===== src/verilog/bscce_pkg.sv =====
package bscce_pkg;

    // field widths of the core datapath
    localparam int PC_WIDTH   = 10;
    localparam int REG_ADDR_W = 6;
    localparam int STK_PTR_W  = 3;

    // values after reset
    localparam logic [7:0]  ACC_RESET = 8'h00;
    localparam logic [9:0]  PC_RESET  = 10'h000;
    localparam logic [2:0]  SP_RESET  = 3'h0;

    // value forced into the accumulator by the clear
    localparam logic [7:0]  ACC_CLEARED = 8'h00;

    // cycle counts of the instructions handled here
    localparam int CYC_NO_SKIP = 1;
    localparam int CYC_SKIP    = 2;
    localparam int CYC_CALL    = 2;

    // operation selected by the instruction decoder
    typedef enum logic [2:0] {
        BSCCE_OP_NONE = 3'h0,
        BSCCE_OP_TBSC = 3'h1,
        BSCCE_OP_TBSS = 3'h2,
        BSCCE_OP_CALA = 3'h3,
        BSCCE_OP_CLEAR_ACCUMULATOR = 3'h4
    } bscce_op_type;

    // one decoded instruction handed over by fetch
    typedef struct packed {
        logic                  valid;
        bscce_op_type          op;
        logic [REG_ADDR_W-1:0] reg_addr;
        logic [2:0]            bit_sel;
    } bscce_instr_type;

    // one write into the return stack
    typedef struct packed {
        logic                  we;
        logic [STK_PTR_W-1:0]  addr;
        logic [PC_WIDTH-1:0]   data;
    } bscce_push_type;

endpackage : bscce_pkg


===== src/verilog/bscce_exec.sv =====
`timescale 1ns/100ps
module bscce_exec
    import bscce_pkg::*;
(
    input  wire logic                          sys_clk_i,
    input  wire logic                          rst_n_i,
    input  wire bscce_pkg::bscce_instr_type    instr_i,
    input  wire logic [7:0]                    reg_rdata_i,
    input  wire logic [7:0]                    accumulator_i,
    input  wire logic [7:0]                    table_high_pointer_i,
    input  wire logic [bscce_pkg::PC_WIDTH-1:0] pc_i,
    input  wire logic [bscce_pkg::STK_PTR_W-1:0] sp_i,
    output logic [bscce_pkg::REG_ADDR_W-1:0]   reg_addr_o,
    output logic                               flush_next_o,
    output logic                               busy_o,
    output logic                               pc_load_o,
    output logic [bscce_pkg::PC_WIDTH-1:0]     pc_next_o,
    output bscce_pkg::bscce_push_type          push_o,
    output logic [bscce_pkg::STK_PTR_W-1:0]    sp_next_o,
    output logic                               acc_we_o,
    output logic [7:0]                         acc_wdata_o,
    output logic                               zero_flag_we_o,
    output logic                               zero_flag_o
);
    import bscce_pkg::*;

    // second-cycle state for skip and call
    typedef enum logic [2:0] {
        ST_IDLE = 3'b001,
        ST_NOP  = 3'b010,
        ST_CALL = 3'b100
    } bscce_state_type;

    bscce_state_type state_reg;
    bscce_state_type state_next;

    logic                 is_tbsc;
    logic                 is_tbss;
    logic                 is_cala;
    logic                 is_clear_accumulator;
    logic                 idle;
    logic                 test_bit;
    logic                 skip_take;
    logic [PC_WIDTH-1:0]  call_target;
    logic [PC_WIDTH-1:0]  ret_addr;

    // true when an accepted instruction carries the given operation
    function automatic logic op_hit(input bscce_instr_type ins,
                                    input logic            free,
                                    input bscce_op_type    op);
        return free && ins.valid && (ins.op == op);
    endfunction : op_hit

    // decode only when no second cycle is pending
    assign idle    = (state_reg == ST_IDLE);
    assign is_tbsc = op_hit(instr_i, idle, BSCCE_OP_TBSC);
    assign is_tbss = op_hit(instr_i, idle, BSCCE_OP_TBSS);
    assign is_cala = op_hit(instr_i, idle, BSCCE_OP_CALA);
    assign is_clear_accumulator = op_hit(instr_i, idle, BSCCE_OP_CLEAR_ACCUMULATOR);

    // register file read port addressed straight from the operand
    assign reg_addr_o = instr_i.reg_addr;
    assign test_bit   = reg_rdata_i[instr_i.bit_sel];

    assign skip_take = (is_tbsc && !test_bit) || (is_tbss && test_bit);

    assign call_target = {table_high_pointer_i[1:0], accumulator_i};
    assign ret_addr    = pc_i + 10'h001;

    always_comb begin
        state_next = ST_IDLE;
        unique case (state_reg)
            ST_IDLE: begin
                if (skip_take)
                    state_next = ST_NOP;
                else if (is_cala)
                    state_next = ST_CALL;
            end
            ST_NOP:  state_next = ST_IDLE;
            ST_CALL: state_next = ST_IDLE;
            default: state_next = ST_IDLE;
        endcase
    end

    // state register
    always_ff @(posedge sys_clk_i or negedge rst_n_i) begin
        if (!rst_n_i)
            state_reg <= ST_IDLE;
        else
            state_reg <= state_next;
    end

    // handshake towards fetch
    assign flush_next_o = skip_take;
    assign busy_o       = !idle;

    always_ff @(posedge sys_clk_i or negedge rst_n_i) begin
        if (!rst_n_i) begin
            pc_load_o <= 1'b0;
            pc_next_o <= PC_RESET;
        end else begin
            pc_load_o <= is_cala;
            pc_next_o <= is_cala ? call_target : pc_next_o;
        end
    end

    always_ff @(posedge sys_clk_i or negedge rst_n_i) begin
        if (!rst_n_i) begin
            push_o    <= '0;
            sp_next_o <= SP_RESET;
        end else begin
            push_o.we   <= is_cala;
            push_o.addr <= sp_i;        // entry at the current pointer
            push_o.data <= ret_addr;    // return address
            sp_next_o   <= is_cala ? sp_i + 3'h1 : sp_i;
        end
    end

    always_ff @(posedge sys_clk_i or negedge rst_n_i) begin
        if (!rst_n_i) begin
            acc_we_o       <= 1'b0;
            acc_wdata_o    <= ACC_RESET;
            zero_flag_we_o <= 1'b0;
            zero_flag_o    <= 1'b0;
        end else begin
            acc_we_o       <= is_clear_accumulator;
            acc_wdata_o    <= ACC_CLEARED;
            zero_flag_we_o <= is_clear_accumulator;
            zero_flag_o    <= is_clear_accumulator ? 1'b1 : zero_flag_o; // holds otherwise
        end
    end

    // checks on the decoded behaviour
    // skip lasts two
    chk_skip_nop: assert property (
        @(posedge sys_clk_i) disable iff (!rst_n_i)
        skip_take |=> state_reg == ST_NOP ##1 state_reg == ST_IDLE)
        else $error("skip did not take exactly two cycles");

    chk_clear_bit: assert property (
        @(posedge sys_clk_i) disable iff (!rst_n_i)
        (instr_i.valid && instr_i.op == BSCCE_OP_TBSC && !busy_o)
            |-> flush_next_o == !reg_rdata_i[instr_i.bit_sel])
        else $error("clear bit test flush wrong");

    chk_set_bit: assert property (
        @(posedge sys_clk_i) disable iff (!rst_n_i)
        (instr_i.valid && instr_i.op == BSCCE_OP_TBSS && !busy_o)
            |-> flush_next_o == reg_rdata_i[instr_i.bit_sel])
        else $error("set bit test flush wrong");

    chk_flush_source: assert property (
        @(posedge sys_clk_i) disable iff (!rst_n_i)
        flush_next_o |-> instr_i.valid && !busy_o
            && (instr_i.op == BSCCE_OP_TBSC || instr_i.op == BSCCE_OP_TBSS))
        else $error("flush without a bit test");

    chk_noskip_one: assert property (
        @(posedge sys_clk_i) disable iff (!rst_n_i)
        ((is_tbsc || is_tbss) && !skip_take) |=> idle)
        else $error("bit test without skip stalled");

    chk_busy_refuse: assert property (
        @(posedge sys_clk_i) disable iff (!rst_n_i)
        busy_o |-> !flush_next_o
            ##1 !(pc_load_o || push_o.we || acc_we_o))
        else $error("instruction taken while busy");

    chk_push_addr: assert property (
        @(posedge sys_clk_i) disable iff (!rst_n_i)
        is_cala |=> push_o.we
            && push_o.data == $past(pc_i) + 10'h001)
        else $error("wrong return address pushed");

    chk_call_target: assert property (
        @(posedge sys_clk_i) disable iff (!rst_n_i)
        is_cala |=> pc_load_o && pc_next_o[7:0] == $past(accumulator_i)
            && pc_next_o[9:8] == $past(table_high_pointer_i[1:0]))
        else $error("wrong call target");

    chk_sp_advance: assert property (
        @(posedge sys_clk_i) disable iff (!rst_n_i)
        is_cala |=> push_o.addr == $past(sp_i)
            && sp_next_o == $past(sp_i) + 3'h1)
        else $error("stack pointer not advanced");

    chk_clear_acc: assert property (
        @(posedge sys_clk_i) disable iff (!rst_n_i)
        is_clear_accumulator |=> acc_we_o && acc_wdata_o == 8'h00
            && zero_flag_we_o && zero_flag_o)
        else $error("accumulator clear wrong");

    // main scenarios reached
    cov_skip_clear: cover property (@(posedge sys_clk_i) is_tbsc && !test_bit);
    cov_skip_set:   cover property (@(posedge sys_clk_i) is_tbss && test_bit);
    cov_call:       cover property (@(posedge sys_clk_i) is_cala);
    cov_clear:      cover property (@(posedge sys_clk_i) is_clear_accumulator);
    cov_no_skip:    cover property (@(posedge sys_clk_i)
        (is_tbsc || is_tbss) && !skip_take);

endmodule : bscce_exec


===== config.mk =====
export PLATFORM = sky130hd
export DESIGN_NAME = bscce_exec
export DESIGN_NICKNAME = d
export VERILOG_FILES = /design/src/verilog/bscce_pkg.sv /design/src/verilog/bscce_exec.sv
export SDC_FILE = /design/constraint.sdc
export NUM_CORES = 1
export LEC_CHECK = 0
export ABC_CLOCK_PERIOD_IN_PS = 2000
export BUFFER_PORTS_ARGS = -buffer_cell sky130_fd_sc_hd__buf_2
export CORE_MARGIN = 4
export CORE_UTILIZATION = 41
export CTS_CLUSTER_SIZE = 16
export DETAILED_ROUTE_END_ITERATION = 10
export PLACE_DENSITY_LB_ADDON = 0.12
export SYNTH_ARGS = -nofsm -noshare
export SYNTH_HDL_FRONTEND = slang
export SYNTH_SLANG_ARGS = --single-unit

===== constraint.sdc =====
create_clock -name sys_clk_i -period 2 [get_ports sys_clk_i]
set_clock_uncertainty 0.1 [all_clocks]
set_input_delay 0.2 -clock sys_clk_i [delete_from_list [all_inputs] [get_ports sys_clk_i]]
set_output_delay 0.2 -clock sys_clk_i [all_outputs]
set_load 0.02 [all_outputs]

# Yosys cells after proc, flatten, opt, wreduce, memory -nomap -nowiden
# Index checks and enable logic that the tools add are counted.
[totals] register_bits=32 wordCells=32 out_inout_bits=47 inputBits=52
[op_classes] n_eq_ne=5 n_reduce_logical=10 n_mux=6 magnitude_cmp=1 add_sub_neg=2
[ops] op="two-way mux 3 bit" n=4
[ops] op="adder 10 x 1 -> 10 bit (second input constant)" n=1
[ops] op="logical AND 1 bit" n=7
[ops] op="== test 3 x 1 -> 1 bit (second input constant)" n=2
[ops] op="== test 3 x 2 -> 1 bit (second input constant)" n=2
[ops] op="< comparator 3 x 4 -> 1 bit (second input constant)" n=1
[ops] op="adder 3 x 1 -> 3 bit (second input constant)" n=1
[ops] op="binary-select mux 1 bit (select 3 bit)" n=1
[ops] op="== test 3 bit (second input constant)" n=1
[ops] op="zero test 1 bit" n=2
[ops] op="logical OR 1 bit" n=1
[ops] op="two-way mux 1 bit" n=1

# Logic depth before layout (Yosys ltp)
[logic_depth] word_depth=7 ltp_mapped=5 depth_no_buf=4

# Worst setup path after synthesis
# Ideal clock, no wire load.
[synth_timing] path_kind="register to register" start="register state_reg[0]" end="register pc_next_o[2] (netlist name)" required_time_ns=1.775 t_arrival_ns=1.559 setup_ns=0.125 path_buffers=2 slack_ns=0.217 period_less_slack_ns=1.783 path_stages_with_launch=6 path_cell_list="dfstp_2 -> and4bb_2 -> and4b_1 -> buf_2 -> buf_4 -> mux2_2"
[synth_between] elab_chain_cells=3
[synth_lines] item="start, declared" line_no="bscce_exec.sv:34" text="bscce_state_type state_reg;"
[synth_lines] item="start signal, assigned" line_no="bscce_exec.sv:90" text="state_reg <= state_next;"
[synth_lines] item="== test 3 x 1 -> 1 bit" line_no="bscce_exec.sv:55" text="assign idle = (state_reg == ST_IDLE);"
[synth_lines] item="logical AND 1 bit (2 in a row)" line_no="bscce_exec.sv:51" text="return free && ins.valid && (ins.op == op);"
[synth_lines] item="net is_cala" line_no="bscce_exec.sv:39" text="logic is_cala;"
[synth_lines] item="end signal, assigned" line_no="bscce_exec.sv:103" text="pc_next_o <= is_cala ? call_target : pc_next_o;"
[synth_lines] item="end, declared" line_no="bscce_exec.sv:17" text="output logic [bscce_pkg::PC_WIDTH-1:0] pc_next_o,"
# The timed path passes the listed nets, and every way through them passes these cells.
# A chain may end at the register's enable or synchronous reset.

# Final worst setup path
[layout_timing] start="register state_reg[0]" end="output port flush_next_o"
[layout_between] elab_chain_cells=5 elab_cells_between_ends=7 cone_classes="eq/ne: 1; reduce/logical: 6"
[layout_lines] item="== test 3 x 1 -> 1 bit *" line_no="bscce_exec.sv:55"
[layout_lines] item="logical AND 1 bit *" line_no="bscce_exec.sv:51"
[layout_lines] item="logical AND 1 bit" line_no="bscce_exec.sv:51"
[layout_lines] item="logical AND 1 bit" line_no="bscce_exec.sv:65" text="assign skip_take = (is_tbsc && !test_bit) || (is_tbss && test_bit);"
[layout_lines] item="logical OR 1 bit *" line_no="bscce_exec.sv:65"
[layout_lines] item="end, declared" line_no="bscce_exec.sv:14" text="output logic flush_next_o,"
# Mark *: on every way between the ends. The rest lies on a longest branch, timed or not.

==> key figures <==
Status
  – Status: finished with violations
  – Failing checks: negative setup slack

GRT
  – Antenna violations before repair: 0
  – Vias in the first global route: 1,129
  – Grt ovf: 0
  – Largest net degree at the start of global routing: 33
  – First-pass GRT wire length: 4830 um
  – Overall Global Routing Usage: 14.79%

Layout
  – Biggest register: push_o
  – Ant diodes: 0
  – Synthesis-to-layout area growth: 48.74%
  – Top Registers: push_o x14, pc_next_o x10
  – Net count reported at finish: 253
  – Max reg flops: 14
  – Final core utilization: 63.91%
  – Proportion of layout cells with a drive suffix above 1: 51.50%

Critical path
  – Maximum net fanout on the critical path: 3
  – Crit path arrival time: 1.70 ns
  – Reg-to-reg startpoint: state_reg[0]
  – CP Class: flop to primary output
  – Worst setup EP type: primary output
  – WP data required: 1.70 ns
  – CP startpoint: state_reg[0]
  – Startpoint Class: flop

Clocking
  – Root buf cell: clkbuf_4
  – Clk_lat worst skew: 0.33 ns
  – Maximum clock insertion buffer count: 2
  – Total CTS buffers: 5
  – CTS tree: done
  – Clk slew on worst S/H paths: 0.10 ns
  – H-tree levels: 2
  – Sink Count: 32

STA
  – RSZ-0062 raised after global routing: yes
  – Worst slew pin tran: 0.6785 ns
  – Tcrit/Tclk final: 100.0%
  – PnR worst setup slack: -0.0006447 ns
  – Fin. Hold Viols: 0
  – Max Clock Freq: 499.8 MHz
  – Setup tns final: -0.0006447 ns
  – Slew HR: 54.76%
  – Tmin final: 2.001 ns
  – Setup violators final: 1
  – Pins over their slew limit: 0

Floorplanning
  – I/O pin count: 99
  – Initial Util: 42.97%
  – Die height: 67.37 um
  – CORE AREA: 3363 sq um
  – Cell Rows: 21
  – Die width: 67.37 um
  – Full die area: 4539 sq um

Worst hold path
  – Hold path startpoint: pc_i[1]
  – Hold Path Class: input port to flop

Run
  – Maxcap violations: 0

Power and ir drop
  – Combinational share of power: 26.3%
  – Clock share of power: 28.7%
  – Switching Power: 497.1 uW
  – Leakage power: 1.095 nW
  – Sequential power share: 45.0%
  – Switching Share: 29.35%
  – Cell Pwr Density: 787.8 nW/um^2
  – Internal: 1.196 mW
  – Maximum vdd drop: 418.2 uV

Synthesis
  – Yosys warns: 0
  – Syn_area_per_cell: 13.90 sq um
  – Gate Count Post-Synth: 104
  – Mapped Area: 1445 sq um
  – Synth cell types: 27
  – Seq cells post-synth: 32
  – Post-synthesis sequential area ratio: 55.50%

Route
  – Antenna viol nets, final: 0
  – Routed vias: 1,106
  – WL/cell: 12.75 um
  – Initial DRC count: 43
  – DRC viols: 0
  – Detailed-router iteration count before antenna repair: 5
  – Routed WL: 3136 um
  – DR vias/cell: 4.496

Placement
  – Placer Congestion: 0.6916
  – IO Port Bufs: 72
per-stage QoR:
stage	setup slack [ns]	hold WS, ns	power (mW)	cells	instance area [sq um]
2_1_floorplan	0.2166	-0.1956	1.034	111	1471
4_1_cts	0.02906	0.03110	1.707	245	2138
3_3_place_gp	0.1108	0.1721	1.160	212	1777
6_report	-0.0006447	0.04000	1.693	246	2150
5_1_grt	-0.08636	0.02220	1.786	246	2150
3_5_place_dp	0.09478	0.1852	1.173	212	1777
cells by family after synthesis:
group / share of synthesized area (%)
simple gates: 11.52
mux: 15.50
fa+ha+maj: 1.731
other cells: 0.2595
xor+xnor: 6.061
buf+inv: 9.436
flops: 55.50
synthesized netlist by cell type, drive strengths merged:
cell type  count  share of area [%]
xnor2          7                4.2
buf           18                9.2
nand3          4                1.4
nor2           1               0.26
and4           1               0.61
dfrtp         31                 54
nand4          3                1.3
mux2          14                 11
xor2           3                1.8
mux2i          1               0.69
inv            1               0.26
dfstp          1                1.8
and3b          2                1.2
or3b           1               0.61
and4b          2                1.4
ha             2                1.7
nor3b          1               0.52
mux4           2                3.6
and3           3                1.3
conb           1               0.26
or2            1               0.43
nor4bb         2                1.4
nand2          1               0.26
and4bb         1               0.87
routing by layer:
metal / share of wire, % / GRT usage, % / up-vias
met3: 8.1 / 4.493 / 5
met4: 1.6 / 8.608 / 0
met2: 57 / 27.48 / 45
met1: 34 / 14.22 / 523
met5: 0 / 0 / -
li1: - / - / 533
path summary, 6_finish.rpt:
| check | end | slack (ns) | cells past startpoint |
|---|---|---|---|
| min in group asynchronous | sp_next_o[0] | 0.33 | 2 |
| worst max-delay path | flush_next_o | -0.0006 | 4 |
| max in group asynchronous | push_o[2] | 1.03 | 2 |
| worst min-delay path | push_o[1] | 0.04 | 2 |
| worst min register to register | zero_flag_o | 0.37 | 1 |
| worst max register to register | pc_next_o[8] | 0.03 | 6 |
power by group through the flow:
stage / clock network (mW) / logic [mW] / registers [mW]
after detailed placement: 0 / 0.397 / 0.776
after global routing: 0.533 / 0.479 / 0.773
after floorplan: 0 / 0.153 / 0.881
after CTS: 0.497 / 0.447 / 0.763
after global placement: 0 / 0.389 / 0.770
final: 0.485 / 0.446 / 0.762
what timing repair did:
item | 4_1_cts | 5_1_grt
buffers inserted | 2 | 1
gates resized for setup | 6 | 1
pin swaps | 3 | 1
endpoints found under the setup margin | 1 | 11
endpoints found under the hold margin | 55 | 0
hold buffers | 23 | 0
worst max-delay path, cell delays in order (launching register included):
cell      delay, ns
dfstp_2        0.53
and4bb_2       0.28
nor4bb_4       0.25
mux2_4         0.20
buf_6          0.11
layout by cell type, fill, tap and decap left out:
cell,netlist,final
dlygate4sd3_1,0,23
clkbuf_4,0,5
and3_1,3,3
and4bb_2,1,1
nor4bb_4,0,2
clkinv_2,0,1
mux2_2,11,11
conb_1,1,8
mux2i_1,1,1
buf_12,0,1
or3b_2,1,1
bufinv_16,0,1
buf_6,0,1
and4b_1,2,2
buf_4,17,3
clkinvlp_4,0,1
or2_2,1,1
buf_2,1,71
ha_1,2,2
xnor2_1,7,7
xor2_1,3,3
nand4_1,3,3
nand3_1,4,4
and4_1,1,1
nor3b_1,1,1
nand2_1,1,1
mux2_1,2,1
mux4_1,2,2
and3b_1,2,2
inv_1,1,1
nor2_1,1,1
dfrtp_1,31,31
dfstp_2,1,1
mux2_4,1,2
final cells by class:
type	instances	area, sq um
Timing Repair Buffer	99	639.4
Fill cell	285	1214
Sequential cell	32	802.0
Clock buffer	5	37.54
Inverter	1	3.754
Clock inverter	3	42.54
Tap cell	46	57.56
Multi-Input combinational cell	60	566.8
Note: power is estimated with default switching activity, not from simulation.
